--- config.mk ---
export PLATFORM = sky130hd
export DESIGN_NAME = lbx_bank
export DESIGN_NICKNAME = d
export VERILOG_FILES = /design/src/lbx_pkg.sv /design/src/lbx_bank.sv
export SDC_FILE = /design/constraint.sdc
export NUM_CORES = 1
export LEC_CHECK = 0
export ABC_AREA = 1
export BUFFER_PORTS_ARGS = -buffer_cell sky130_fd_sc_hd__buf_2
export CAP_MARGIN = 10
export CORE_UTILIZATION = 40
export DETAILED_ROUTE_END_ITERATION = 8
export GPL_TIMING_DRIVEN = 0
export MAX_ROUTING_LAYER = met4
export PLACE_DENSITY = 0.75
export SLEW_MARGIN = 20
export SYNTH_ARGS = -nofsm -noshare
export SYNTH_HDL_FRONTEND = slang
export SYNTH_SLANG_ARGS = --single-unit
--- constraint.sdc ---
create_clock -name clk -period 5.6 [get_ports clk]
set_clock_uncertainty 0.1 [all_clocks]
set_input_delay 1.4 -clock clk [delete_from_list [all_inputs] [get_ports clk]]
set_output_delay 1.4 -clock clk [all_outputs]
set_load 0.1 [all_outputs]
--- src/lbx_pkg.sv ---
// package: register map, field layout and encodings of the link-b lane / ddc / over-range bank
package lbx_pkg;
   // ----------------------------------------------------------------
   // register offsets (10-bit register port address)
   // ----------------------------------------------------------------
   localparam logic [9:0] LBX_OFS_EXTRA_LANE = 10'h20B;
   localparam logic [9:0] LBX_OFS_SYNC_MODE  = 10'h20F;
   localparam logic [9:0] LBX_OFS_GAIN_CFG   = 10'h210;
   localparam logic [9:0] LBX_OFS_THR_ZERO   = 10'h211;
   localparam logic [9:0] LBX_OFS_THR_ONE    = 10'h212;

   // ----------------------------------------------------------------
   // reset values
   // ----------------------------------------------------------------
   localparam logic [7:0] LBX_RST_EXTRA_LANE = 8'h00;
   localparam logic [7:0] LBX_RST_SYNC_MODE  = 8'h00;
   localparam logic [7:0] LBX_RST_GAIN_CFG   = 8'h00;
   localparam logic [7:0] LBX_RST_THR_ZERO   = 8'hF2;
   localparam logic [7:0] LBX_RST_THR_ONE    = 8'hAB;

   // ----------------------------------------------------------------
   // field positions
   // ----------------------------------------------------------------
   localparam int LBX_BIT_EXTRA_SER  = 0;
   localparam int LBX_LANE_LO        = 1;
   localparam int LBX_LANE_HI        = 7;
   localparam int LBX_NUM_LANES      = 8;
   localparam int LBX_BIT_BOOST      = 0;
   localparam int LBX_SYNC_MODE_HI   = 1;
   localparam int LBX_SAMPLE_W       = 16;
   localparam int LBX_MAG_W          = 8;

   // ----------------------------------------------------------------
   // encodings
   // ----------------------------------------------------------------
   typedef enum logic [1:0] {
      LBX_SYNC_CRC12 = 2'b00,
      LBX_SYNC_RSV1  = 2'b01,
      LBX_SYNC_FEC   = 2'b10,
      LBX_SYNC_RSV3  = 2'b11
   } lbx_sync_e;

   localparam logic [3:0] LBX_TEST_NONE  = 4'h0;
   localparam logic [3:0] LBX_TEST_RAMP  = 4'h4;
   localparam logic [3:0] LBX_TEST_ALT   = 4'h5;
   localparam logic [7:0] LBX_CMD_IDLE   = 8'h00;
   localparam logic       LBX_PD_OFF     = 1'b0;
endpackage : lbx_pkg

--- src/lbx_bank.sv ---
// module: link-b extra lane, sync word, ddc gain and over-range register bank
//
// Function
// - bits 7:1 enable link clocks lanes B1-B7
// - bit 0 also enables extra lane serializers
// - extra lanes follow link mode rate, framing
// - register-only lane with test 0/5 sends ramp
// - channel power-down overrides extra lane enables
// - serializer n needs lanes 0..n-1 enabled
// - bits 1:0 pick sync word, 64b/66b only
// - sync 0 CRC-12, 2 FEC, 1/3 reserved
// - command fields always sent as zero
// - gain bit doubles ddc filter output
// - I control bit at threshold zero, reset F2
// - threshold scaled as value over 256
// - Q control bit at threshold one, reset AB
`timescale 1ns/1ps
module lbx_bank (
   // clock and reset
   input  wire logic                               clk,
   input  wire logic                               rst_b,
   // register port
   input  wire logic                               reg_wr,
   input  wire logic [9:0]                         reg_addr,
   input  wire logic [7:0]                         reg_wdata,
   output logic      [7:0]                         reg_rdata,
   // link context from neighbouring registers
   input  wire logic                               serial_link_enable,
   input  wire logic                               channel_power_down,
   input  wire logic                               link_mode_is_64b66b,
   input  wire logic [lbx_pkg::LBX_NUM_LANES-1:0]  link_mode_lanes,
   input  wire logic [3:0]                         link_test_pattern_select,
   // lane controls
   output logic      [lbx_pkg::LBX_NUM_LANES-1:0]  lane_link_clk_en,
   output logic      [lbx_pkg::LBX_NUM_LANES-1:0]  lane_serializer_clk_en,
   output logic      [lbx_pkg::LBX_NUM_LANES-1:0]  lane_force_ramp,
   output logic      [3:0]                         lane_test_pattern,
   output logic                                    sync_fec_sel,
   output logic                                    sync_crc12_sel,
   output logic      [7:0]                         cmd_field,
   // ddc samples
   input  wire logic [lbx_pkg::LBX_SAMPLE_W-1:0]   ddc_i_in,
   input  wire logic [lbx_pkg::LBX_SAMPLE_W-1:0]   ddc_q_in,
   input  wire logic                               ddc_valid_in,
   output logic      [lbx_pkg::LBX_SAMPLE_W-1:0]   ddc_i_out,
   output logic      [lbx_pkg::LBX_SAMPLE_W-1:0]   ddc_q_out,
   output logic                                    ddc_valid_out,
   output logic                                    ovr_ctrl_i,
   output logic                                    ovr_ctrl_q
);
   import lbx_pkg::*;

   // ----------------------------------------------------------------
   // state
   // ----------------------------------------------------------------
   typedef struct packed {
      logic [7:0]              extra_lane;
      logic [7:0]              sync_mode;
      logic [7:0]              gain_cfg;
      logic [7:0]              thr_zero;
      logic [7:0]              thr_one;
      logic [7:0]              rdata;
      logic [LBX_NUM_LANES-1:0] link_clk;
      logic [LBX_NUM_LANES-1:0] ser_clk;
      logic [LBX_NUM_LANES-1:0] ramp;
      logic                    fec;
      logic                    crc;
      logic [LBX_SAMPLE_W-1:0] i_out;
      logic [LBX_SAMPLE_W-1:0] q_out;
      logic                    vld;
      logic                    ovr_i;
      logic                    ovr_q;
   } lbx_state_s;

   lbx_state_s st_reg;
   lbx_state_s st_next;

   // ----------------------------------------------------------------
   // helpers
   // ----------------------------------------------------------------
   function automatic logic [LBX_SAMPLE_W-1:0] lbx_boost(input logic [LBX_SAMPLE_W-1:0] s,
                                                      input logic en);
      logic [LBX_SAMPLE_W-1:0] r;
      logic                    ovf;
      r   = s;
      ovf = s[LBX_SAMPLE_W-1] ^ s[LBX_SAMPLE_W-2];
      if (en) begin
         // saturate rather than wrap: a wrapped sample looks like a full-scale flip
         if (ovf) begin
            r = s[LBX_SAMPLE_W-1] ? {1'b1, {(LBX_SAMPLE_W-1){1'b0}}}
                                  : {1'b0, {(LBX_SAMPLE_W-1){1'b1}}};
         end else begin
            r = {s[LBX_SAMPLE_W-2:0], 1'b0};
         end
      end
      return r;
   endfunction : lbx_boost

   // magnitude of the top eight bits, doubled: negative full scale gives 255, positive full scale 254
   function automatic logic [LBX_MAG_W-1:0] lbx_mag(input logic [LBX_SAMPLE_W-1:0] s);
      logic [LBX_MAG_W-1:0] t;
      logic [LBX_MAG_W-1:0] m;
      t = s[LBX_SAMPLE_W-1 -: LBX_MAG_W];
      m = t[LBX_MAG_W-1] ? LBX_MAG_W'(~t) : t;
      return LBX_MAG_W'({m, 1'b0} | {7'h00, t[LBX_MAG_W-1]}) ;
   endfunction : lbx_mag

   logic [LBX_NUM_LANES-1:0] extra_req;
   logic [LBX_NUM_LANES-1:0] lane_on;
   logic [LBX_NUM_LANES-1:0] chain_ok;
   logic [LBX_SAMPLE_W-1:0]  i_g;
   logic [LBX_SAMPLE_W-1:0]  q_g;

   // ----------------------------------------------------------------
   // next state
   // ----------------------------------------------------------------
   always_comb begin
      st_next = st_reg;
      // register writes
      if (reg_wr) begin
         case (reg_addr)
            LBX_OFS_EXTRA_LANE: st_next.extra_lane = reg_wdata;
            LBX_OFS_SYNC_MODE:  st_next.sync_mode  = reg_wdata;
            LBX_OFS_GAIN_CFG:   st_next.gain_cfg   = reg_wdata;
            LBX_OFS_THR_ZERO:   st_next.thr_zero   = reg_wdata;
            LBX_OFS_THR_ONE:    st_next.thr_one    = reg_wdata;
            default:            st_next.rdata      = st_reg.rdata;
         endcase
      end
      // read data, unmapped reads return zero
      case (reg_addr)
         LBX_OFS_EXTRA_LANE: st_next.rdata = st_next.extra_lane;
         LBX_OFS_SYNC_MODE:  st_next.rdata = st_next.sync_mode;
         LBX_OFS_GAIN_CFG:   st_next.rdata = st_next.gain_cfg;
         LBX_OFS_THR_ZERO:   st_next.rdata = st_next.thr_zero;
         LBX_OFS_THR_ONE:    st_next.rdata = st_next.thr_one;
         default:            st_next.rdata = 8'h00;
      endcase

      // lane enables: link mode lanes plus register lanes, lane 0 only from link mode
      extra_req = {st_reg.extra_lane[LBX_LANE_HI:LBX_LANE_LO], 1'b0};
      lane_on   = (channel_power_down == LBX_PD_OFF) ? (link_mode_lanes | extra_req)
                                                     : '0;
      st_next.link_clk = lane_on;
      // serializer clock ripples up from lane 0; one gap starves all lanes above
      chain_ok[0] = lane_on[0];
      for (int n = 1; n < LBX_NUM_LANES; n++) begin
         chain_ok[n] = chain_ok[n-1] & lane_on[n];
      end
      for (int n = 0; n < LBX_NUM_LANES; n++) begin
         st_next.ser_clk[n] = chain_ok[n] & serial_link_enable
                              & (link_mode_lanes[n]
                                 | st_reg.extra_lane[LBX_BIT_EXTRA_SER]);
         st_next.ramp[n] = lane_on[n] & ~link_mode_lanes[n]
                           & ((link_test_pattern_select == LBX_TEST_NONE)
                              | (link_test_pattern_select == LBX_TEST_ALT));
      end

      // sync word content, meaningful only in 64b/66b modes
      st_next.fec = link_mode_is_64b66b
                    & (st_reg.sync_mode[LBX_SYNC_MODE_HI:0] == LBX_SYNC_FEC);
      st_next.crc = link_mode_is_64b66b
                    & (st_reg.sync_mode[LBX_SYNC_MODE_HI:0] == LBX_SYNC_CRC12);

      // ddc gain and over-range control bits
      i_g = lbx_boost(ddc_i_in, st_reg.gain_cfg[LBX_BIT_BOOST]);
      q_g = lbx_boost(ddc_q_in, st_reg.gain_cfg[LBX_BIT_BOOST]);
      st_next.i_out = i_g;
      st_next.q_out = q_g;
      st_next.vld   = ddc_valid_in;
      // threshold compare on 8-bit magnitude, i.e. level = thr/256 of full scale
      st_next.ovr_i = ddc_valid_in & (lbx_mag(i_g) >= st_reg.thr_zero);
      st_next.ovr_q = ddc_valid_in & (lbx_mag(q_g) >= st_reg.thr_one);
   end

   // ----------------------------------------------------------------
   // registers
   // ----------------------------------------------------------------
   always_ff @(posedge clk or negedge rst_b) begin
      if (!rst_b) begin
         st_reg            <= '0;
         st_reg.extra_lane <= LBX_RST_EXTRA_LANE;
         st_reg.sync_mode  <= LBX_RST_SYNC_MODE;
         st_reg.gain_cfg   <= LBX_RST_GAIN_CFG;
         st_reg.thr_zero   <= LBX_RST_THR_ZERO;
         st_reg.thr_one    <= LBX_RST_THR_ONE;
      end else begin
         st_reg <= st_next;
      end
   end

   // ----------------------------------------------------------------
   // outputs
   // ----------------------------------------------------------------
   // extra lanes reuse the link-wide rate and pattern; no per-lane setting exists
   assign lane_test_pattern      = link_test_pattern_select;
   assign reg_rdata              = st_reg.rdata;
   assign lane_link_clk_en       = st_reg.link_clk;
   assign lane_serializer_clk_en = st_reg.ser_clk;
   assign lane_force_ramp        = st_reg.ramp;
   assign sync_fec_sel           = st_reg.fec;
   assign sync_crc12_sel         = st_reg.crc;
   assign cmd_field              = LBX_CMD_IDLE;
   assign ddc_i_out              = st_reg.i_out;
   assign ddc_q_out              = st_reg.q_out;
   assign ddc_valid_out          = st_reg.vld;
   assign ovr_ctrl_i             = st_reg.ovr_i;
   assign ovr_ctrl_q             = st_reg.ovr_q;

   // ----------------------------------------------------------------
   // checks
   // ----------------------------------------------------------------
   a_pd_blocks_lanes: assert property (@(posedge clk) disable iff (!rst_b)
      channel_power_down |=> (lane_link_clk_en == '0))
      else $error("lanes active while channel powered down");

   a_lane_reg_clk: assert property (@(posedge clk) disable iff (!rst_b)
      (!channel_power_down && reg_wr && reg_addr == LBX_OFS_EXTRA_LANE && reg_wdata[3])
      ##1 !channel_power_down |=> lane_link_clk_en[3])
      else $error("extra lane link clock not enabled");

   a_ser_chain: assert property (@(posedge clk) disable iff (!rst_b)
      lane_serializer_clk_en[4] |-> (lane_link_clk_en[3:0] == 4'hF))
      else $error("serializer clocked with lower lane off");

   a_ser_needs_bit: assert property (@(posedge clk) disable iff (!rst_b)
      (st_reg.extra_lane[LBX_BIT_EXTRA_SER] == 1'b0 && link_mode_lanes[5] == 1'b0)
      |=> !lane_serializer_clk_en[5])
      else $error("extra serializer on with select clear");

   a_ramp_force: assert property (@(posedge clk) disable iff (!rst_b)
      (lane_force_ramp[2]) |-> $past(link_test_pattern_select == LBX_TEST_NONE
                                     || link_test_pattern_select == LBX_TEST_ALT))
      else $error("ramp forced on wrong test pattern");

   a_sync_fec: assert property (@(posedge clk) disable iff (!rst_b)
      sync_fec_sel |-> $past(link_mode_is_64b66b) && !sync_crc12_sel)
      else $error("fec sync outside 64b66b mode");

   a_ovr_i_thr: assert property (@(posedge clk) disable iff (!rst_b)
      (ddc_valid_in
       && lbx_mag(lbx_boost(ddc_i_in, st_reg.gain_cfg[LBX_BIT_BOOST])) >= st_reg.thr_zero)
      |=> ovr_ctrl_i)
      else $error("i over-range bit missed");

   a_ovr_q_thr: assert property (@(posedge clk) disable iff (!rst_b)
      ovr_ctrl_q
      |-> $past(lbx_mag(lbx_boost(ddc_q_in, st_reg.gain_cfg[LBX_BIT_BOOST])) >= st_reg.thr_one))
      else $error("q over-range bit without level");

   a_readback: assert property (@(posedge clk) disable iff (!rst_b)
      (reg_wr && reg_addr == LBX_OFS_THR_ONE) ##1 (reg_addr == LBX_OFS_THR_ONE && !reg_wr)
      |=> reg_rdata == $past(reg_wdata, 2))
      else $error("readback mismatch");

   a_sync_outside: assert property (@(posedge clk) disable iff (!rst_b)
      !link_mode_is_64b66b |=> (!sync_fec_sel && !sync_crc12_sel))
      else $error("sync word selected outside 64b66b mode");

   a_sync_crc_code: assert property (@(posedge clk) disable iff (!rst_b)
      (link_mode_is_64b66b && st_reg.sync_mode[LBX_SYNC_MODE_HI:0] == LBX_SYNC_CRC12)
      |=> (sync_crc12_sel && !sync_fec_sel))
      else $error("crc-12 sync word not selected");

   a_sync_reserved: assert property (@(posedge clk) disable iff (!rst_b)
      (st_reg.sync_mode[LBX_SYNC_MODE_HI:0] == LBX_SYNC_RSV1
       || st_reg.sync_mode[LBX_SYNC_MODE_HI:0] == LBX_SYNC_RSV3)
      |=> (!sync_fec_sel && !sync_crc12_sel))
      else $error("reserved sync code selected a sync word");

   a_cmd_idle: assert property (@(posedge clk) disable iff (!rst_b)
      cmd_field == LBX_CMD_IDLE)
      else $error("command field not idle");

   a_test_follow: assert property (@(posedge clk) disable iff (!rst_b)
      lane_test_pattern == link_test_pattern_select)
      else $error("lane test pattern differs from link setting");

   a_gain_unity: assert property (@(posedge clk) disable iff (!rst_b)
      !st_reg.gain_cfg[LBX_BIT_BOOST]
      |=> (ddc_i_out == $past(ddc_i_in) && ddc_q_out == $past(ddc_q_in)))
      else $error("sample changed with unity gain");

   a_gain_double: assert property (@(posedge clk) disable iff (!rst_b)
      (st_reg.gain_cfg[LBX_BIT_BOOST]
       && ddc_i_in[LBX_SAMPLE_W-1] == ddc_i_in[LBX_SAMPLE_W-2])
      |=> ddc_i_out == {$past(ddc_i_in[LBX_SAMPLE_W-2:0]), 1'b0})
      else $error("boosted sample not doubled");

   a_ovr_refused: assert property (@(posedge clk) disable iff (!rst_b)
      !ddc_valid_in |=> (!ovr_ctrl_i && !ovr_ctrl_q))
      else $error("over-range bit set on invalid sample");

   a_lane0_mode: assert property (@(posedge clk) disable iff (!rst_b)
      !link_mode_lanes[0] |=> !lane_link_clk_en[0])
      else $error("lane zero enabled without link mode");

   a_ramp_mode_lane: assert property (@(posedge clk) disable iff (!rst_b)
      link_mode_lanes[1] |=> !lane_force_ramp[1])
      else $error("ramp forced on link mode lane");
endmodule : lbx_bank

# Yosys cells after proc, flatten, opt, wreduce, memory -nomap -nowiden

Cells that the tools add are included.

Register bits after elaboration: 109
Input bits: 69
Output and inout port bits: 81
Logic and storage cells: 110

Magnitude comparators: 2
Eq/ne operators: 7
Muxes and demuxes: 16
Bitwise logic cells: 67
Reduce and logical (&&, ||, !) cells: 2

Operators by type and width:

| cell                   | number |
|---|---|
| $mux W16               | 6 |
| $eq A10 B10 Y1 const B | 5 |
| $mux W48               | 1 |
| $mux W8                | 6 |
| $and A1 B1 Y1          | 43 |
| $pmux W8 S5            | 1 |
| $ge A8 B8 Y1           | 2 |
| $or A8 B1 Y8           | 2 |
| $mux W7                | 2 |
| $not A7 Y7             | 2 |
| $or A1 B1 Y1           | 9 |
| $not A1 Y1             | 8 |
| $or A8 B8 Y8           | 1 |
| $eq A4 B3 Y1 const B   | 1 |
| $logic_not A4 Y1       | 1 |
| $eq A2 B2 Y1 const B   | 1 |
| $logic_not A2 Y1       | 1 |
| $xor A1 B1 Y1          | 2 |

# Logic depth before layout (Yosys ltp)

Gate-level depths: netlist of run 1.

Word-level depth: 11
Gate-level depth with buffers: 17

# Least setup slack after synthesis of run 1

No wires, ideal clock.

Kind: input -> register
Start: in ddc_q_in[14] (netlist bit)
End: reg st_reg, in the netlist ovr_ctrl_q
Setup time: 0.113 ns
Arrival: 3.204 ns
Data required time: 5.387 ns
Setup slack: 2.184 ns
Stages: 17
Path buffers: 1
Path through: inv_1 -> ha_1 -> inv_1 -> a21oi_2 -> buf_2 -> nand2_1 -> o21ai_1 -> xor2_1 -> ha_1 -> nand2_1 -> inv_1 -> o21ai_0 -> nand2_1 -> nand2_1 -> o2111ai_1 -> nand2_1 -> inv_1

RTL lines:

| what                 | line            | text |
|---|---|---|
| start, declared      | lbx_bank.sv:43  | `input wire logic [lbx_pkg::LBX_SAMPLE_W-1:0] ddc_q_in,` |
| end signal, assigned | lbx_bank.sv:188 | `st_reg <= st_next;` |
| end, declared        | lbx_bank.sv:75  | `lbx_state_s st_reg;` |

==> impl_metrics.csv, run 1 <==
group,metric,value,unit
place,minimum_setup_slack_after_placement,1.76,ns
setup_path,path_class,"in2reg",
cts,cts-buffers-inserted,9,
pwr,leakage,4.14,nW
setup_path,critical_path.max_fanout,10,
die,dieArea,15700,sq um
global_route,first_global_vias,4795,
setup_path,required_arrival_time_at_the_worst_endpoint,5.75,ns
logic_synthesis,synthMuxAreaShare,0,
cts,htreeDepth,3,
cts,clock_latency,0.35,ns
route,drc_violations_left,8,
timing,setup_violations,0,
cells_and_area,finalCoreUtilization,0.505,
hold_path,timing.hold.worst_path_depth,1,
global_route,gr-usage-all-layers,0.191,
global_route,grt_pass1_wl,23300,um
outcome,violations,"design-rule violations",
die,core_area,14700,sq um
cts,cts_setup_buffers,0,
route,dr.first_iter.drc_count,360,
route,drt-wirelength-per-cell,12.9,um
logic_synthesis,ys_ff_latch,109,
cts,path_clk_slew,0.07,ns
setup_path,reg2regPathDepth,15,
place,port-buffer-count,141,
die,rows,44,
hold_path,holdCritPathClass,"reg2reg",
die,start_util,0.415,
timing,finalHoldViolations,0,
pwr,internal_power,1.34,mW
die,die_ht,125,um
pwr,pwr-share-clk,0.325,
logic_synthesis,yosysSeqAreaShare,0.449,
logic_synthesis,netlist_area,6100,sq um
logic_synthesis,average_cell_area_after_synthesis,8.32,sq um
setup_path,crit_arrival,3.68,ns
cts,sink_count,109,
cts,postCtsHoldBufs,0,
die,design.portCount,150,
place,place.gp.congestion,0.895,
timing,finalCriticalPeriod,3.54,ns
logic_synthesis,synth_adder_area_share,0.0431,
timing,setup-tns-final,0,ns
pwr,switching_share,0.357,
cts,tritoncts,"yes",
timing,transition_time_at_the_pin_with_the_least_slew_margin,0.764,ns
global_route,global_route.overflow_total,0,
logic_synthesis,post_synth_inst_count,733,
timing,slew_viol_final,0,
timing,rsz_0062_raised_after_global_routing,"no",
logic_synthesis,synth-simple-area-share,0.255,
pwr,switchingPower,744,uW
cells_and_area,finish.instance_area,7420,sq um
route,via_count,5145,
outcome,run_status,"complete, but fails checks",
setup_path,worstSetupEndpointType,"flop",
pwr,vdd_ir_max,0.000142,V
global_route,maximum_number_of_pins_on_one_net_before_global_route_repair,56,
pwr,power.share.sequential,0.401,
cells_and_area,area_delta_synth_final,21.6,%
place,dpl.hpwl,10600,um
timing,period_share,0.632,
cells_and_area,largest_register_ff_count,33,
setup_path,crit_path_start_kind,"input pin",
timing,achievable_clock_frequency,0.283,GHz
cts,cts-resized-gates,0,
cells_and_area,final_layout_size_suffix_gt1_frac,0.317,
route,vias_per_cell,4.75,
flow_run,maxCapViolations,0,
route,postRouteWirelength,14000,um
pwr,pwr_density_cell,281,nW/um^2
cells_and_area,num-nets-final,984,
logic_synthesis,yosys.cell_types.count,35,
logic_synthesis,post_synthesis_compound_gate_area_fraction,0.0599,
cts,cts_buffer_depth,2,
route,drtPass1Iterations,7,
die,die_wd,125,um
cts,cts-root-buf,"sky130_fd_sc_hd__clkbuf_16",
pwr,pwr-share-comb,0.274,
logic_synthesis,synth_top_family_by_area,"simple AND/OR/NAND/NOR gates",
timing,postLayoutSetupSlackWorst,2.06,ns
global_route,initial_antenna_violation_count,1,
cells_and_area,mostFrequentLayoutCells,"sky130_fd_sc_hd__nand2_1 (149), sky130_fd_sc_hd__buf_2 (149), sky130_fd_sc_hd__dfrtp_1 (99)",
logic_synthesis,synth-warning-count,0,
timing,timing.slew.headroom,0.487,
route,ant_nets_after_route,0,
place,placedInstanceArea,7100,sq um
logic_synthesis,yosys.area_share.xor_xnor,0.0215,
-- worst paths after layout --
kind                         startpoint            to  slack (ns)
max in group asynchronous         rst_b    st_reg[81]        3.82
max                        ddc_q_in[14]    ovr_ctrl_q        2.06
min reg2reg                  st_reg[93]  sync_fec_sel        0.37
max reg2reg                  st_reg[85]    ovr_ctrl_q        3.13
min                          st_reg[93]  sync_fec_sel        0.37
min in group asynchronous         rst_b  reg_rdata[4]        0.89
-- cells in the mapped netlist (all sizes together) --
cell | instances | area [sq um]
a21boi | 1 | 7.51
a21oi | 25 | 129
a22oi | 1 | 7.51
and2 | 19 | 119
buf | 90 | 657
clkbuf | 5 | 18.8
conb | 1 | 3.75
dfrtp | 99 | 2480
dfstp | 10 | 263
ha | 21 | 263
inv | 98 | 368
nand2 | 159 | 622
nand3 | 46 | 265
nand4 | 28 | 175
nor2 | 66 | 303
nor3 | 6 | 30.0
nor3b | 1 | 7.51
nor4 | 5 | 31.3
o2111ai | 1 | 8.76
o211ai | 3 | 22.5
o21a | 10 | 75.1
o21ai | 23 | 115
xnor2 | 8 | 70.1
xor2 | 7 | 61.3
-- power groups by stage --
stage          logic, mW  clock network [mW]  registers [mW]
6_report           0.571               0.676           0.835
4_1_cts            0.573               0.690           0.835
2_1_floorplan      0.443                   0           0.861
3_3_place_gp       0.561                   0           0.850
5_1_grt            0.607               0.725           0.839
3_5_place_dp       0.570                   0           0.850
-- layout make-up --
class	count	area (sq um)
clock inverters	5	63.8
fillers	1371	7280
repair buffers	142	739
diodes	1	2.50
plain buffers	95	676
flip-flops and latches	109	2740
clock buffers	11	253
inverters	98	368
well taps	184	230
multi-input cells	439	2350
-- cell families after synthesis --
| family | Yosys count |
|---|---|
| adder cells (fa/ha/maj) | 21 |
| XOR/XNOR | 15 |
| AND/OR/NAND/NOR | 330 |
| other | 1 |
| buffers and inverters | 193 |
| flip-flops | 109 |
| AO/OA/AOI/OAI | 64 |
-- routing by layer --
metal,global-route usage,routed length (um),part of all wire,vias to the layer above
li1,-,-,-,2545
met1,0.250,6230,0.45,2381
met2,0.297,6600,0.47,184
met3,0.0347,825,0.059,35
met4,0.0696,336,0.024,0
met5,-,0,0,-
-- critical path, cell delays in order --
cell                        delay, ns
sky130_fd_sc_hd__buf_2           0.11
sky130_fd_sc_hd__inv_1           0.05
sky130_fd_sc_hd__ha_1            0.34
sky130_fd_sc_hd__inv_1           0.08
sky130_fd_sc_hd__a21oi_2         0.23
sky130_fd_sc_hd__buf_2           0.26
sky130_fd_sc_hd__nand2_1         0.09
sky130_fd_sc_hd__o21ai_1         0.14
sky130_fd_sc_hd__xor2_1          0.17
sky130_fd_sc_hd__ha_1            0.25
sky130_fd_sc_hd__nand2_1         0.07
sky130_fd_sc_hd__inv_1           0.04
sky130_fd_sc_hd__o21ai_0         0.08
sky130_fd_sc_hd__nand2_1         0.08
sky130_fd_sc_hd__nand2_1         0.06
sky130_fd_sc_hd__o2111ai_1       0.11
sky130_fd_sc_hd__nand2_1         0.08
sky130_fd_sc_hd__inv_1           0.03
-- per-stage QoR --
| step | instances | power (mW) | hold WS [ns] |
|---|---|---|---|
| detailed placement | 1067 | 1.42 | 0.355 |
| CTS | 1083 | 2.10 | 0.372 |
| global placement | 1066 | 1.41 | 0.349 |
| floorplan | 741 | 1.30 | 0.322 |
| global route | 1084 | 2.17 | 0.396 |
| finish | 1084 | 2.08 | 0.374 |
Note: power is estimated with default switching activity, not from simulation.
==> run 2, diff against run 1 <==
PLACE_DENSITY = 0.77   (was 0.75)
clock period = 3.24 ns   (was 5.6 ns; I/O delays follow)
==> impl_metrics.csv, run 2 (synthesis gave the netlist of run 1 again) <==
group,metric,value,unit
route,drc_violations_left,6,
global_route,first_global_vias,4750,
global_route,grt_pass1_wl,22700,um
setup_path,buffering_stage_count_on_the_worst_path_with_inverters_included,6,
place,place.gp.congestion,0.907,
setup_path,critical_path.max_stage_delay,0.33,ns
timing,achievable_clock_frequency,0.343,GHz
cts,cts_buffer_depth,2,
cells_and_area,largest_register_ff_count,33,
timing,setup-tns-final,0,ns
die,start_util,0.415,
cells_and_area,n_antenna_cell,0,
cells_and_area,final_layout_size_suffix_gt1_frac,0.317,
setup_path,cp_common_cell,"sky130_fd_sc_hd__nand2_1",
setup_path,required_arrival_time_at_the_worst_endpoint,3.38,ns
timing,transition_time_at_the_pin_with_the_least_slew_margin,0.758,ns
cts,path_clk_slew,0.07,ns
pwr,vdd_ir_max,0.000258,V
global_route,initial_antenna_violation_count,0,
route,drt-wirelength-per-cell,12.8,um
setup_path,crit_path_start_kind,"input pin",
timing,rsz_0062_raised_after_global_routing,"no",
cells_and_area,fillers,1367,
cts,postCtsHoldBufs,0,
cells_and_area,area_delta_synth_final,21.4,%
route,postRouteWirelength,13900,um
global_route,global_route.overflow_total,0,
cts,cts-resized-gates,0,
route,drtPass1Iterations,8,
setup_path,critical-path-slowest-cell,"sky130_fd_sc_hd__ha_1",
route,vias_per_cell,4.71,
die,core_area,14700,sq um
pwr,leakage,4.14,nW
die,die_ht,125,um
timing,slew_viol_final,0,
timing,timing.slew.headroom,0.491,
cts,htreeDepth,3,
cells_and_area,num-nets-final,984,
die,dieArea,15700,sq um
die,die_wd,125,um
cells_and_area,finish.instance_area,7410,sq um
setup_path,crit_arrival,3.05,ns
setup_path,largest_delay_share_family_worst_path,"buffers and inverters",
cts,cts-root-buf,"sky130_fd_sc_hd__clkbuf_16",
route,ant_nets_after_route,0,
route,dr.first_iter.drc_count,428,
flow_run,maxCapViolations,0,
outcome,run_status,"complete, but fails checks",
pwr,post-layout-total-power,3.58,mW
cts,sink_count,109,
timing,finalHoldViolations,0,
setup_path,path_class,"in2reg",
die,design.portCount,150,
cts,cts-buffers-inserted,9,
timing,period_share,0.900,
setup_path,critical_path.max_fanout,10,
place,placedInstanceArea,7100,sq um
die,rows,44,
cts,clock_latency,0.35,ns
pwr,pwr_density_cell,483,nW/um^2
setup_path,worstSetupEndpointType,"flop",
place,port-buffer-count,141,
cts,tritoncts,"yes",
global_route,maximum_number_of_pins_on_one_net_before_global_route_repair,57,
place,dpl.hpwl,10600,um
timing,worst_hold_slack,0.299,ns
cells_and_area,mostFrequentLayoutCells,"sky130_fd_sc_hd__nand2_1 (149), sky130_fd_sc_hd__buf_2 (149), sky130_fd_sc_hd__dfrtp_1 (99)",
outcome,violations,"design-rule violations",
timing,setup_violations,0,
setup_path,path_cells,"buf_2 > inv_1 > ha_1 > inv_1 > a21oi_2 > buf_2 > nand2_1 > o21ai_1 > xor2_1 > ha_1 > nand2_1 > inv_1 > o21ai_0 > nand2_1 > nand2_1 > o2111ai_1 > nand2_1 > inv_1",
route,via_count,5097,
timing,finalCriticalPeriod,2.92,ns
cts,cts_setup_buffers,0,
hold_path,holdCritPathClass,"in2async",
global_route,gr-usage-all-layers,0.187,
## run 2: cell type report
cell class                      count  area, sq um  share of cell area
Clock buffer                        9          225              0.0304
Tap cell                          184          230              0.0311
Buffer                             95          676              0.0912
Inverter                           98          368              0.0497
Clock inverter                      7         82.6              0.0111
Multi-Input combinational cell    439         2350               0.317
Timing Repair Buffer              142          739              0.0998
Sequential cell                   109         2740               0.370
## run 2: report_power, final
part / total (mW) / switching, mW / internal, mW
clock: 1.15 / 0.536 / 0.614
combinational: 0.987 / 0.748 / 0.238
sequential: 1.44 / 0.0183 / 1.42
## run 2: path summary, 6_finish.rpt
kind	from	endpoint	slack [ns]	cells after the start
max	ddc_q_in[14]	ovr_ctrl_q	0.32	18
min	rst_b	reg_rdata[4]	0.30	1
max reg2reg	st_reg[85]	ovr_ctrl_q	0.81	15
min reg2reg	st_reg[98]	st_reg[98]	0.38	2
max in group asynchronous	rst_b	st_reg[81]	2.05	2
min in group clk	st_reg[98]	st_reg[98]	0.38	2
## run 2: per-layer routing
metal | up-vias | track usage | share of wire
met5 | - | - | 0
met4 | 0 | 0.0674 | 0.022
met3 | 24 | 0.0252 | 0.052
met2 | 176 | 0.297 | 0.47
met1 | 2339 | 0.243 | 0.45
li1 | 2558 | - | -
## run 2: metrics by stage
| step | util | setup slack, ns | cells |
|---|---|---|---|
| after floorplan | - | 0.414 | 741 |
| after global placement | 0.481 | -0.0224 | 1066 |
| after detailed placement | 0.483 | -0.0149 | 1067 |
| after CTS | 0.504 | 0.341 | 1083 |
| after global routing | 0.504 | 0.0487 | 1083 |
| final | 0.504 | 0.324 | 1083 |
